### src/include/mau_pkg.sv
// Package for the master attribute and user bit logic
package mau_pkg;
    // Extra user bits above the configured user width
    localparam int EXTRA_USER_BITS  = 13;
    localparam int OC_BIT_OFS       = 12;
    localparam int CTX_LSB_OFS      = 8;
    localparam int S2_LSB_OFS       = 4;
    localparam int S1_LSB_OFS       = 0;
    localparam int HW_ATTR_W        = 4;
    localparam int DESC_HW_LSB      = 59;
    localparam int DESC_W           = 64;
    localparam int USER_W_DEFAULT   = 8;
    localparam int ADDR_W_DEFAULT   = 48;

    // Inner/outer cacheability encodings of the translated type
    localparam logic [1:0] CACHE_NC = 2'h0;
    localparam logic [1:0] CACHE_WT = 2'h1;
    localparam logic [1:0] CACHE_WB = 2'h2;

    // Master cache type field values
    localparam logic [3:0] AXCACHE_NC_BUF  = 4'h3;
    localparam logic [3:0] AXCACHE_WB_BASE = 4'hb;
    localparam logic [3:0] AXCACHE_RA_BIT  = 4'h4;
    localparam logic [3:0] AXCACHE_WA_BIT  = 4'h8;

    // Master domain encodings
    localparam logic [1:0] DOM_NON_SH   = 2'h0;
    localparam logic [1:0] DOM_INNER_SH = 2'h1;
    localparam logic [1:0] DOM_OUTER_SH = 2'h2;
    localparam logic [1:0] DOM_SYSTEM   = 2'h3;

    localparam logic [1:0] BURST_FIXED  = 2'h0;

    // Shareability of the translated type
    localparam logic [1:0] SH_NON   = 2'h0;
    localparam logic [1:0] SH_OUTER = 2'h2;
    localparam logic [1:0] SH_INNER = 2'h3;

    // Translated normal memory type
    typedef struct packed {
        logic [1:0] inner;
        logic [1:0] outer;
        logic       rd_alloc;
        logic       wr_alloc;
        logic [1:0] share;
    } mau_mem_type_t;

    // Converted master attributes
    typedef struct packed {
        logic [3:0] cache;
        logic [1:0] domain;
        logic       lock;
        logic       outer_cacheable;
    } mau_attr_t;
endpackage

### src/hw/mau_hw_attr.sv
`timescale 1ns/1ns
// Per-stage hardware attribute nibble from a final-level descriptor
module mau_hw_attr
#(
    parameter int ATTR_W = mau_pkg::HW_ATTR_W
)
(
    input  wire logic [mau_pkg::DESC_W-1:0] desc,
    input  wire logic [ATTR_W-1:0]          use_en,
    input  wire logic [ATTR_W-1:0]          block_en,
    output logic      [ATTR_W-1:0]          attr
);
    // Refuse a nibble that would run past the top of the descriptor
    initial
    begin
        if (ATTR_W < 1 || mau_pkg::DESC_HW_LSB + ATTR_W > mau_pkg::DESC_W)
        begin
            $error("mau_hw_attr: attribute width too large");
        end
    end

    // Bit n taken from descriptor bit n+59 when enabled and not blocked
    always_comb
    begin
        attr = desc[mau_pkg::DESC_HW_LSB +: ATTR_W] & use_en & ~block_en;
    end
endmodule

### src/hw/mau_master_attr.sv
`timescale 1ns/1ns
// Master port attribute conversion and extra user bit builder
//
// How it works
// - Non-WB normal: NC bufferable, system, lock passed
// - WB/WB: write-back alloc hints, lock 0, domain
// - Master user buses carry thirteen extra bits
// - Outer-cacheable flag on user bit w+12
// - Entry context bits on w+11 to w+8
// - Stage 2 on w+7:w+4, stage 1 w+3:w
// - Stage 1 bit only if stage 2 unused
// - Stage 2 bit from descriptor if permitted
// - Implementation fields written zero, ignored on read
// - Lock marks exclusive; walk port never locks
module mau_master_attr
#(
    parameter int USER_W = mau_pkg::USER_W_DEFAULT,
    parameter int ADDR_W = mau_pkg::ADDR_W_DEFAULT
)
(
    input  wire logic                                      mclk,
    input  wire logic                                      rst,
    input  wire logic                                      ax_valid,
    input  wire logic                                      ax_is_write,
    input  wire logic [ADDR_W-1:0]                         ax_addr,
    input  wire logic [1:0]                                ax_burst,
    input  wire logic                                      slave_lock,
    input  wire logic [USER_W-1:0]                         slave_user,
    input  wire mau_pkg::mau_mem_type_t                    mem_type,
    input  wire logic [mau_pkg::HW_ATTR_W-1:0]             context_attr_field,
    input  wire logic [mau_pkg::DESC_W-1:0]                s1_desc,
    input  wire logic [mau_pkg::DESC_W-1:0]                s2_desc,
    input  wire logic [mau_pkg::HW_ATTR_W-1:0]             s1_hw_use_en,
    input  wire logic [mau_pkg::HW_ATTR_W-1:0]             s2_hw_use_en,
    input  wire logic                                      ax_ready,
    output logic                                           arvalid_m,
    output logic                                           awvalid_m,
    output logic      [ADDR_W-1:0]                         addr_m,
    output logic      [3:0]                                cache_m,
    output logic      [1:0]                                domain_m,
    output logic                                           lock_m,
    output logic      [USER_W+mau_pkg::EXTRA_USER_BITS-1:0] aruser_m,
    output logic      [USER_W+mau_pkg::EXTRA_USER_BITS-1:0] awuser_m
);
    localparam int UW = USER_W + mau_pkg::EXTRA_USER_BITS;
    localparam int OC_POS  = USER_W + mau_pkg::OC_BIT_OFS;
    localparam int CTX_LSB = USER_W + mau_pkg::CTX_LSB_OFS;
    localparam int S2_LSB  = USER_W + mau_pkg::S2_LSB_OFS;
    localparam int S1_LSB  = USER_W + mau_pkg::S1_LSB_OFS;

    // Refuse widths the bit layout cannot serve
    initial
    begin
        if (USER_W < 1 || ADDR_W < 1)
        begin
            $error("mau_master_attr: bad width parameter");
        end
        if (mau_pkg::OC_BIT_OFS + 1 != mau_pkg::EXTRA_USER_BITS)
        begin
            $error("mau_master_attr: extra user field layout does not fit");
        end
    end

    // Per-stage nibbles, converted attributes and the stall flag
    logic [mau_pkg::HW_ATTR_W-1:0] stage1_hw_attr_field;
    logic [mau_pkg::HW_ATTR_W-1:0] stage2_hw_attr_field;
    mau_pkg::mau_attr_t            attr;
    logic [UW-1:0]                 user_full;
    logic                          busy;

    // Stage 2 nibble: gated only by its own permission
    mau_hw_attr #(
        .ATTR_W   (mau_pkg::HW_ATTR_W)
    ) u_s2 (
        .desc     (s2_desc),
        .use_en   (s2_hw_use_en),
        .block_en ('0),
        .attr     (stage2_hw_attr_field)
    );

    // Stage 1 nibble: blocked where stage 2 owns the bit
    mau_hw_attr #(
        .ATTR_W   (mau_pkg::HW_ATTR_W)
    ) u_s1 (
        .desc     (s1_desc),
        .use_en   (s1_hw_use_en),
        .block_en (s2_hw_use_en),
        .attr     (stage1_hw_attr_field)
    );

    // Cache, domain and lock conversion of the translated normal type
    always_comb
    begin
        attr.outer_cacheable = (mem_type.outer == mau_pkg::CACHE_WT) ||
                               (mem_type.outer == mau_pkg::CACHE_WB);
        if (mem_type.inner == mau_pkg::CACHE_WB && mem_type.outer == mau_pkg::CACHE_WB)
        begin
            attr.cache = mau_pkg::AXCACHE_WB_BASE
                       | (mem_type.rd_alloc ? mau_pkg::AXCACHE_RA_BIT : 4'h0)
                       | (mem_type.wr_alloc ? mau_pkg::AXCACHE_WA_BIT : 4'h0);
            attr.lock  = 1'b0;
            // A fixed WB/WB burst is never marked shareable; other types keep the system domain
            if (ax_burst == mau_pkg::BURST_FIXED)
            begin
                attr.domain = mau_pkg::DOM_NON_SH;
            end
            else if (mem_type.share == mau_pkg::SH_INNER)
            begin
                attr.domain = mau_pkg::DOM_INNER_SH;
            end
            else if (mem_type.share == mau_pkg::SH_OUTER)
            begin
                attr.domain = mau_pkg::DOM_OUTER_SH;
            end
            else
            begin
                attr.domain = mau_pkg::DOM_NON_SH;
            end
        end
        else
        begin
            attr.cache  = mau_pkg::AXCACHE_NC_BUF;
            attr.domain = mau_pkg::DOM_SYSTEM;
            attr.lock   = slave_lock;
        end
    end

    // Extra bits stacked above the slave user bits; nothing else is filled in
    always_comb
    begin
        user_full = '0;
        user_full[USER_W-1:0] = slave_user;
        user_full[S1_LSB +: mau_pkg::HW_ATTR_W]  = stage1_hw_attr_field;
        user_full[S2_LSB +: mau_pkg::HW_ATTR_W]  = stage2_hw_attr_field;
        user_full[CTX_LSB +: mau_pkg::HW_ATTR_W] = context_attr_field;
        user_full[OC_POS] = attr.outer_cacheable;
    end

    // Output stage: hold until the interconnect accepts
    logic              nxt_arvalid;
    logic              nxt_awvalid;
    logic [ADDR_W-1:0] nxt_addr;
    logic [3:0]        nxt_cache;
    logic [1:0]        nxt_domain;
    logic              nxt_lock;
    logic [UW-1:0]     nxt_aruser;
    logic [UW-1:0]     nxt_awuser;
    logic              arvalid_ff;
    logic              awvalid_ff;
    logic [ADDR_W-1:0] addr_ff;
    logic [3:0]        cache_ff;
    logic [1:0]        domain_ff;
    logic              lock_ff;
    logic [UW-1:0]     aruser_ff;
    logic [UW-1:0]     awuser_ff;

    assign busy = (arvalid_ff || awvalid_ff) && !ax_ready;

    // Load all fields in one cycle so they line up with valid
    always_comb
    begin
        nxt_arvalid = arvalid_ff;
        nxt_awvalid = awvalid_ff;
        nxt_addr    = addr_ff;
        nxt_cache   = cache_ff;
        nxt_domain  = domain_ff;
        nxt_lock    = lock_ff;
        nxt_aruser  = aruser_ff;
        nxt_awuser  = awuser_ff;
        // While a beat stalls new inputs are ignored, so the source must hold them
        if (!busy)
        begin
            nxt_arvalid = ax_valid && !ax_is_write;
            nxt_awvalid = ax_valid && ax_is_write;
            if (ax_valid)
            begin
                nxt_addr   = ax_addr;
                nxt_cache  = attr.cache;
                nxt_domain = attr.domain;
                nxt_lock   = attr.lock;
                nxt_aruser = ax_is_write ? '0 : user_full;
                nxt_awuser = ax_is_write ? user_full : '0;
            end
        end
    end

    // Register stage; a synchronous reset clears every output
    always_ff @(posedge mclk)
    begin
        if (rst)
        begin
            arvalid_ff <= 1'b0;
            awvalid_ff <= 1'b0;
            addr_ff    <= '0;
            cache_ff   <= 4'h0;
            domain_ff  <= 2'h0;
            lock_ff    <= 1'b0;
            aruser_ff  <= '0;
            awuser_ff  <= '0;
        end
        else
        begin
            arvalid_ff <= nxt_arvalid;
            awvalid_ff <= nxt_awvalid;
            addr_ff    <= nxt_addr;
            cache_ff   <= nxt_cache;
            domain_ff  <= nxt_domain;
            lock_ff    <= nxt_lock;
            aruser_ff  <= nxt_aruser;
            awuser_ff  <= nxt_awuser;
        end
    end

    // Every output comes straight from its flip-flop
    assign arvalid_m = arvalid_ff;
    assign awvalid_m = awvalid_ff;
    assign addr_m    = addr_ff;
    assign cache_m   = cache_ff;
    assign domain_m  = domain_ff;
    assign lock_m    = lock_ff;
    assign aruser_m  = aruser_ff;
    assign awuser_m  = awuser_ff;
endmodule

### config.mk
export PLATFORM = sky130hd
export DESIGN_NAME = mau_master_attr
export DESIGN_NICKNAME = d
export VERILOG_FILES = /design/src/include/mau_pkg.sv /design/src/hw/mau_hw_attr.sv /design/src/hw/mau_master_attr.sv
export SDC_FILE = /design/constraint.sdc
export NUM_CORES = 1
export LEC_CHECK = 0
export CAP_MARGIN = 20
export CORE_ASPECT_RATIO = 0.5
export CORE_MARGIN = 5
export CORE_UTILIZATION = 35
export DETAILED_ROUTE_END_ITERATION = 8
export DONT_BUFFER_PORTS = 1
export PLACE_DENSITY = 0.59
export SETUP_SLACK_MARGIN = 0.4
export SKIP_LAST_GASP = 1
export SLEW_MARGIN = 5
export SYNTH_ARGS = -nofsm -noshare
export SYNTH_HDL_FRONTEND = slang
export SYNTH_SLANG_ARGS = --single-unit
### constraint.sdc
create_clock -name mclk -period 1.4 [get_ports mclk]
set_clock_uncertainty 0.2 [all_clocks]
set_input_delay 0.14 -clock mclk [delete_from_list [all_inputs] [get_ports mclk]]
set_output_delay 0.14 -clock mclk [all_outputs]
set_load 0.01 [all_outputs]
==> impl_results.rst <==
.. list-table::
   :header-rows: 1

   * - Metric
     - Value
   * - Post-synth EDFFs
     - 0
   * - Global-route usage over all layers
     - roughly 17%
   * - Clock latency of the later-clocked register in the worst-skew pair
     - ~0.33 ns
   * - Cell area after synthesis
     - slightly below 0.004 mm2
   * - Number of setup violations in the final report
     - 1
   * - Data arrival time of the critical path
     - 1.48 ns
   * - Unrepaired setup endpoints after global routing
     - true
   * - Worst Tran Pin Value
     - around 0.63 ns
   * - Fmax
     - roughly 710 MHz
   * - Ant diodes
     - 0
   * - Internal power
     - 0.004468 W
   * - Worst Min Path Start
     - rst
   * - Clock input transition at the sequential cells of the worst setup and hold paths
     - ~0.070 ns
   * - Number of antenna-violating nets in the routed design
     - 0
   * - Violated checks
     - hold timing, setup timing
   * - Depth of the worst register-to-register path
     - 3
   * - Average wire length per cell after detail routing
     - 20.53 um
   * - Yosys warning total
     - 0
   * - Largest area contributor in the netlist
     - dfxtp_1
   * - Number of placement rows
     - 27
   * - Start point of the critical path
     - arvalid_m
   * - Fill cell total of the finished layout
     - 1096
   * - Classification of the worst setup path
     - flop to flop
   * - Crit Reg-Reg Startpoint
     - arvalid_m
   * - PortBufs
     - 0
   * - Number of hold violations in the final report
     - between 90 and 100
   * - Clock share of power
     - a little under two fifths
   * - Most used flip-flop cell after synthesis
     - dfxtp_1
   * - Top area cells in the synthesized netlist
     - dfxtp_1 51%, a21oi_1 9.8%, o21ai_0 6.5%, nand3_1 6.3%, o21ai_1 5.6%
   * - Last weighted congestion value of the routability-driven placer
     - slightly below 0.8
   * - Depth of the CTS H-tree
     - 3
   * - Clk sink count
     - 98
   * - Mapped Nets
     - 671
   * - Top-area cell type share of the netlist area
     - 50.66%
   * - DRT iter0 DRCs
     - around 190
   * - Fraction of power consumed by sequential logic
     - around 52%
   * - Type of element launching the critical path
     - flop
   * - Number of distinct library cells after synthesis
     - 28
   * - Dpl hpwl
     - a little under 8000 um
   * - Vias in the first global route
     - approximately 3300
   * - Max Cap Viol
     - 0
   * - Peak VDD IR
     - around 0.57 mV
   * - Fraction of power spent switching nets
     - approximately 25%
   * - Data required time of the worst path
     - 1.47 ns
   * - Boundary Pins
     - about 310
   * - Final Routed Wirelength
     - approximately 12000 um
   * - First-pass iteration count of the detailed router
     - 5
   * - GRT Residual Overflow
     - 0
   * - Most frequent cell after synthesis
     - dfxtp_1
   * - Antenna violations before repair
     - 0
   * - Gate count of the mapped netlist
     - around 460
   * - Smallest hold slack
     - -0.3409 ns
   * - Via count
     - 3381
   * - Number of vias per cell after detailed routing
     - approximately 5.7
   * - Worst setup slack after layout
     - -0.008280 ns
   * - Worst hold path depth
     - 1
   * - CTS hold repair buffers
     - 4
   * - Area of the die
     - 0.01340 mm2
   * - Max Transition Viols Final
     - 0
   * - Largest net degree at the start of global routing
     - between 90 and 100
   * - Global-route wire length before repair
     - approximately 19000 um
   * - Effective utilization at floorplan
     - 35.49%
   * - Final Power
     - 0.005985 W
   * - Pwr/cell area
     - 1236 mW/mm2
   * - Crit path max fanout
     - 6
   * - Worst rel slew slack
     - between 50% and 60%
   * - Async SR Flop Fraction
     - 0%
   * - CTS Buf Count
     - 9
   * - Area growth from synthesis to layout
     - 25.07%
   * - Min-Delay Path Class
     - primary input to flop
   * - Logic gate share of total power
     - approximately a tenth
   * - Reported net switching power
     - between 0.0015 and 0.002 W
   * - Clock tree buffer depth
     - 2
   * - Core Area
     - 0.01091 mm2
   * - Flip-flop and latch count after synthesis
     - 98
   * - Die Span Y
     - 84.38 um
   * - Result of the run
     - finished with violations
   * - DRC violations left
     - 0
   * - X dimension of the die
     - between 150 and 200 um
   * - Post-route core utilization
     - between 40% and 50%
   * - Mean post-synth cell area
     - between 8 and 9 um2
   * - Share of the clock period used by the worst path after layout
     - 100.6%
   * - List of most frequent post-synthesis cells
     - 98 x dfxtp_1, 76 x a21oi_1, 50 x o21ai_0
   * - CTS tree
     - built
   * - Leakage power of the design
     - around 1.7 nW
   * - Share of cells above drive strength 1
     - 35.94%
   * - Post-synthesis sequential area ratio
     - between 50 and 60%
   * - Root cell of the clock tree
     - clkbuf_16
   * - Number of nets in the layout
     - 656
   * - Min Clock Period, post-route
     - 1.408 ns
   * - Critical path capture point type
     - flop
[stage by stage]
stage / setup WS, ns / cell area, um2 / cells / TNS [ns]
after floorplan: 0.01845 / 3928 / 458 / 0
after global placement: -0.03562 / 4001 / 563 / -0.7859
after detailed placement: -0.06914 / 4001 / 563 / -1.084
after CTS: -0.006428 / 4547 / 587 / -0.06468
after global routing: -0.04940 / 4843 / 593 / -1.140
final: -0.008280 / 4843 / 593 / -0.008280
[area by class of cell]
cell class | count | area [um2] | share of cell area (%)
clock buffer | 12 | 246.5 | 5.089
clock inverter | 4 | 27.53 | 0.5683
inverter | 5 | 18.77 | 0.3875
multi-input combinational | 301 | 1769 | 36.53
sequential | 98 | 2148 | 44.36
tap | 145 | 181.4 | 3.746
timing repair buffer | 28 | 451.7 | 9.326
[worst max-delay path, stage by stage (launching register included)]
cell	delay [ns]
dfxtp_2	0.35
o21ba_4	0.26
or4_1	0.41
a21oi_1	0.13
[power groups by stage]
stage / clock (W) / sequential [W] / combinational, W
after detailed placement: 0 / 0.00316 / 0.000452
after CTS: 0.00236 / 0.00312 / 0.000505
after global routing: 0.00250 / 0.00311 / 0.000659
after floorplan: 0 / 0.00312 / 0.000429
final: 0.00230 / 0.00309 / 0.000597
after global placement: 0 / 0.00316 / 0.000444
[sequential cells by signal, indices dropped and copies added (netlist names)]
register / count
addr_m: 48
aruser_m: 21
arvalid_m: 1
awuser_m: 21
awvalid_m: 1
cache_m: 3
domain_m: 2
lock_m: 1
[cell usage in the layout (no fill, tap or decap), types with 4 or more instances in the layout]
master and instances:
a21oi_2 10, o21ai_1 57, and2_1 4, nand3_1 42, nand3_2 5, dlygate4sd3_1 4
dfxtp_4 26, and3b_1 5, o21ai_0 32, nand4b_1 14, nand4_1 28, clkbuf_16 15
nand2_1 16, buf_4 6, o21ai_2 4, dfxtp_2 71, a21oi_1 66, buf_12 7
[worst paths after layout]
path / endpoint / slack (ns)
worst max-delay path: aruser_m[20] / -0.008
worst min-delay path: addr_m[32] / -0.34
worst max register to register: aruser_m[20] / -0.008
worst min register to register: aruser_m[11] / 0.28
[cell families after synthesis]
logic type               synth area share [%]
AND/OR/NAND/NOR                         18.09
AO/OA/AOI/OAI                           24.10
buffers and inverters                   6.817
flip-flops                              50.66
adder cells (fa/ha/maj)                0.3231
[per-layer routing]
| layer | share of wire, % | GRT usage, % |
|---|---|---|
| met1 | 43 | 20.63 |
| met2 | 48 | 26.91 |
| met3 | 8.4 | 7.455 |
| met4 | 1.4 | 5.464 |
| met5 | 0 | 0 |
[timing repair]
action | CTS | global route
endpoints found under the hold margin | 98 | 95
cloned | 1 | 6
pin swaps | 5 | 34
setup buffers | 3 | 0
resized for setup | 111 | 63
endpoints found under the setup margin | 197 | 197
No activity file was read; power rests on OpenSTA's default activity.
